$ cat config.mk
export PLATFORM = sky130hd
export DESIGN_NAME = pcc_top
export DESIGN_NICKNAME = d
export VERILOG_FILES = /design/src/design/pcc_pkg.sv /design/src/design/pcc_top.sv
export SDC_FILE = /design/constraint.sdc
export NUM_CORES = 1
export LEC_CHECK = 0
export ABC_AREA = 1
export BUFFER_PORTS_ARGS = -buffer_cell sky130_fd_sc_hd__buf_2
export CAP_MARGIN = 30
export CORE_ASPECT_RATIO = 0.5
export CORE_MARGIN = 2
export CORE_UTILIZATION = 50
export DETAILED_ROUTE_END_ITERATION = 12
export PLACE_DENSITY = 0.84
export SLEW_MARGIN = 20
export SYNTH_ARGS = -nofsm -noshare
export SYNTH_HDL_FRONTEND = slang
export SYNTH_SLANG_ARGS = --single-unit
$ cat constraint.sdc
create_clock -name sys_clk -period 3.16 [get_ports sys_clk]
set_input_delay 0.158 -clock sys_clk [delete_from_list [all_inputs] [get_ports sys_clk]]
set_output_delay 0.158 -clock sys_clk [all_outputs]
set_load 0.01 [all_outputs]
$ cat src/design/pcc_pkg.sv
// Purpose: Shared constants for the port counter clear and overflow block.
// Assumes: 26 switch ports, one core clock, plain register port.
// Notes:   Register indexes are word indexes on the register port.
package pcc_pkg;
    // ****************************************************************
    // Register map, reset values and port count.
    // ****************************************************************
    localparam int          NUM_PORTS      = 26;
    localparam logic [7:0]  OFF_COL_OVF    = 8'h13;
    localparam logic [7:0]  OFF_RENEW      = 8'h14;
    localparam logic [7:0]  OFF_IRQ_MASK   = 8'h40;
    localparam int          RENEW_BUSY_BIT = 26;
    localparam logic [25:0] COL_OVF_RST    = 26'h0000000;
    localparam logic [25:0] RENEW_RST      = 26'h0000000;
    localparam logic [25:0] IRQ_MASK_RST   = 26'h0000000;
    localparam logic [4:0]  PORT_LAST      = 5'h19;
    typedef enum logic [1:0] {PCC_IDLE, PCC_CLEAR, PCC_DONE} pcc_state_t;
endpackage

$ cat src/design/pcc_top.sv
// Purpose: Collision overflow flags and per-port counter renew sequencer.
// Assumes: Host strobes are one cycle, synchronous to sys_clk.
// Notes:   Counter clear walks the ports one per cycle.
`timescale 1ns/10ps
`default_nettype none

// Operation
// - 26 collision overflow flags, one per port
// - Flag holds until CPU read clears it
// - Flags and renew register reset to zero
// - Mask bit n clears port n counters
// - Counter access blocked while renew busy
// - Busy clears after the walk over all 26 ports, whatever the mask selects
module pcc_top
(
    // Clock and reset
    input  wire logic        sys_clk,
    input  wire logic        rst_b,
    // Register port
    input  wire logic [7:0]  reg_addr,
    input  wire logic [31:0] reg_wdata,
    input  wire logic        reg_wr,
    input  wire logic        reg_rd,
    output logic      [31:0] reg_rdata,
    // Counter side
    input  wire logic [25:0] col_ovf_evt,
    output logic      [25:0] cnt_clear,
    output logic             cnt_access_block,
    // Interrupt
    output logic             irq
);

    // ****************************************************************
    // Registered state.
    // ****************************************************************
    typedef struct packed {
        pcc_pkg::pcc_state_t state;
        logic [25:0]         col_ovf;
        logic [25:0]         mask;
        logic [25:0]         irq_mask;
        logic [4:0]          port;
        logic                busy;
        logic [25:0]         clr;
        logic                block;
        logic                irq;
        logic [31:0]         rdata;
    } pcc_regs_t;

    pcc_regs_t s_reg;
    pcc_regs_t s_next;
    logic      start_ok;

    assign reg_rdata        = s_reg.rdata;
    assign cnt_clear        = s_reg.clr;
    assign cnt_access_block = s_reg.block;
    assign irq              = s_reg.irq;

    // A renew write while busy is dropped, not queued, so software must poll first.
    // Start gate
    assign start_ok = reg_wr && (reg_addr == pcc_pkg::OFF_RENEW)
                      && reg_wdata[pcc_pkg::RENEW_BUSY_BIT] && !s_reg.busy;

    // ****************************************************************
    // Next state.
    // ****************************************************************
    always_comb
    begin
        s_next       = s_reg;
        s_next.clr   = 26'h0000000;
        s_next.rdata = 32'h00000000;
        if (reg_rd && reg_addr == pcc_pkg::OFF_COL_OVF)
        begin
            s_next.col_ovf = col_ovf_evt;
        end
        else
        begin
            s_next.col_ovf = s_reg.col_ovf | col_ovf_evt;
        end
        if (reg_wr && reg_addr == pcc_pkg::OFF_IRQ_MASK)
        begin
            s_next.irq_mask = reg_wdata[25:0];
        end
        if (reg_rd)
        begin
            unique case (reg_addr)
                pcc_pkg::OFF_COL_OVF:  s_next.rdata = {6'h00, s_reg.col_ovf};
                pcc_pkg::OFF_RENEW:    s_next.rdata = {5'h00, s_reg.busy, s_reg.mask};
                pcc_pkg::OFF_IRQ_MASK: s_next.rdata = {6'h00, s_reg.irq_mask};
                default:               s_next.rdata = 32'h00000000;
            endcase
        end
        unique case (s_reg.state)
            pcc_pkg::PCC_IDLE:
            begin
                if (start_ok)
                begin
                    s_next.mask  = reg_wdata[25:0];
                    s_next.busy  = 1'b1;
                    s_next.block = 1'b1;
                    s_next.port  = 5'h00;
                    s_next.state = pcc_pkg::PCC_CLEAR;
                end
            end
            pcc_pkg::PCC_CLEAR:
            begin
                s_next.clr[s_reg.port] = s_reg.mask[s_reg.port];
                s_next.port = s_reg.port + 5'h01;
                if (s_reg.port == pcc_pkg::PORT_LAST)
                begin
                    s_next.state = pcc_pkg::PCC_DONE;
                end
            end
            pcc_pkg::PCC_DONE:
            begin
                s_next.busy  = 1'b0;
                s_next.block = 1'b0;
                s_next.state = pcc_pkg::PCC_IDLE;
            end
            default: s_next.state = pcc_pkg::PCC_IDLE;
        endcase
        s_next.irq = |(s_next.col_ovf & s_next.irq_mask);
    end

    // ****************************************************************
    // State register.
    // ****************************************************************
    // Reset values
    always_ff @(posedge sys_clk)
    begin
        if (!rst_b)
        begin
            s_reg          <= '0;
            s_reg.state    <= pcc_pkg::PCC_IDLE;
            s_reg.col_ovf  <= pcc_pkg::COL_OVF_RST;
            s_reg.mask     <= pcc_pkg::RENEW_RST;
            s_reg.irq_mask <= pcc_pkg::IRQ_MASK_RST;
        end
        else
        begin
            s_reg <= s_next;
        end
    end

    // ****************************************************************
    // Per-port checks.
    // ****************************************************************
    for (genvar i = 0; i < pcc_pkg::NUM_PORTS; i++)
    begin : g_port

    end
endmodule

`default_nettype wire

==> flow_summary.ini <==
[run_status]
status = completed

[timing]
fin_crit_sh_pct = 68.3
finalSetupViolations = 0
fmax_mhz = 464
finalClockSkew_ps = 7.15
drv_slew = 0
timing.final.ws_setup_ps = 1000
timing.slew.headroom_pct = 56.5
rsz0062_at_grt = false
fin_crit_ps = 2160
hold_viol = 0
fin_tns_setup_ps = 0
worst_pin_slew_ps = 652

[setup_path]
cp_data_arrival_time_ps = 2460
cp_data_required_time_ps = 3460
endpoint_kind = flop
path_class = flop to flop
cp-start-kind = flop
cp_max_fo = 14

[detailed_routing]
post_drt_wl_per_cell_um = 14.9
ant_nets = 0
routed_wl_um = 16600
drt_iter0_markers = 857
num_vias = 5725
dr.pass1.iters = 6
drc_errors = 0
vias_per_cell = 5.14

[final_layout]
final_cells = 1114
area_growth_pct = 14.8
mostFrequentLayoutCells = nand2_1 (249), dfxtp_1 (140), buf_2 (119)
multiInputGateArea_mm2 = 0.00250
layout_commonest_cell = nand2_1
drive_above_1_share_pct = 18.5
nets = 1010
nFillCells = 1021
postLayoutCellArea_mm2 = 0.00721
largest_reg_flops = 86
ff_latch_area_mm2 = 0.00280
finish.utilization_pct = 60.0
antenna_cells = 0

[synth]
synth_ff_type = dfxtp_1
netlist_area_mm2 = 0.00628
syn_inst = 871
synth_edf_count = 0
ys_warn_count = 0
ys_seq_elements = 140
seq_area_frac_synth_pct = 44.6
ys_types = 37
avgSynthCellArea_um2 = 7.21
postSynth.asyncResetShare_pct = 0

[placement]
place_inst = 1069
gp_congestion = 0.846
port-buffer-count = 119
pre_cts_ws_ps = 1080
dp_hpwl_um = 11100
post_dp_cell_area_mm2 = 0.00646

[clock_tree]
postCtsSetupBuffers = 0
cts_sinks = 140
clockBufferDepth = 2
cts_hold_buffers = 13
cts_root_buf = clkbuf_16
post_cts_resized = 0
insertion_delay_ps = 420
htreeDepth = 4
cts_tree = built
numCtsBuffers = 17
clkTransAtPathRegs_ps = 60

[die]
dieWidth_um = 162
rows = 28
die_y_um = 83.2
ioPinCount = 130
dieArea_mm2 = 0.0135
core_mm2 = 0.0120
start_util_pct = 52.2

[grt]
grt_overflow = 0
grt_use_total_pct = 25.3
grt_first_pass_wirelength_um = 26800
antenna_found_initial = 0
grt_max_degree = 57
grt_pass1_vias = 5425

[min_path]
worst_hold_path_type = input pin to flop

[power_and_ir_drop]
pwr_density_cell_mw_per_mm2 = 562
vdd_drop_max_mv = 0.444
p_leak_uw = 0.00346

[job]
drv_cap = 0
-- final cells by class --
cell class / count / area share [%]
repair buffers: 139 / 10.8
clock inverters: 10 / 1.89
flip-flops and latches: 140 / 38.9
clock buffers: 22 / 6.72
well taps: 165 / 2.86
multi-input cells: 557 / 34.6
inverters: 81 / 4.22
-- critical path: stages, from the launching register on --
cell	delay, ps
dfxtp_1	660
inv_1	310
o21ai_0	170
o22ai_1	140
nand2_1	100
o21ai_1	60
nor2_1	140
nand4_2	190
nand3_2	210
nor2_1	60
-- kinds of logic after synthesis --
group / Yosys count / synth area share [%]
flops: 140 / 44.6
buf+inv: 178 / 15.8
simple gates: 414 / 27.1
fa+ha+maj: 4 / 0.797
compound gates: 134 / 11.6
other cells: 1 / 0.0597
-- stage by stage --
stage	total power (uW)	hold WS, ps
2_1_floorplan	1930	307
3_3_place_gp	1990	417
3_5_place_dp	2000	423
4_1_cts	4060	5.26
5_1_grt	4170	11.7
6_report	4050	5.28
-- report_power, final --
part           leakage [uW]  internal, uW  switching (uW)
clock              0.000299          1320             751
combinational       0.00202          68.4             106
sequential          0.00114          1790            13.2
-- cells in the mapped netlist, types with 4 or more instances --
library cell	n	area share, %
nand2_1	249	15
o21ai_0	36	2.9
buf_4	68	8.1
a21oi_1	63	5.0
inv_1	77	4.6
nor3_1	6	0.48
nor2_1	106	6.3
dfxtp_1	140	45
ha_1	4	0.80
clkbuf_1	10	0.60
nand3_1	37	2.9
buf_2	9	0.72
a31oi_1	10	1.0
nand3_2	5	0.80
buf_6	8	1.4
o21ai_1	13	1.0
-- worst paths after layout --
kind | startpoint | end | slack (ps) | cells past startpoint
worst max-delay path | s_reg[62] | cnt_clear[4] | 1000 | 9
worst min-delay path | col_ovf_evt[19] | s_reg[137] | 5 | 3
worst max register to register | s_reg[62] | cnt_clear[4] | 1000 | 9
worst min register to register | s_reg[122] | reg_rdata[4] | 480 | 2
-- per-layer routing --
metal | vias to the layer above | part of all wire (%) | global-route usage, %
li1 | 2809 | - | -
met1 | 2570 | 42 | 32.3
met2 | 306 | 45 | 39.7
met3 | 40 | 10 | 7.39
met4 | 0 | 2.5 | 11.5
met5 | - | 0 | 0
(Power assumes the default switching activity.)
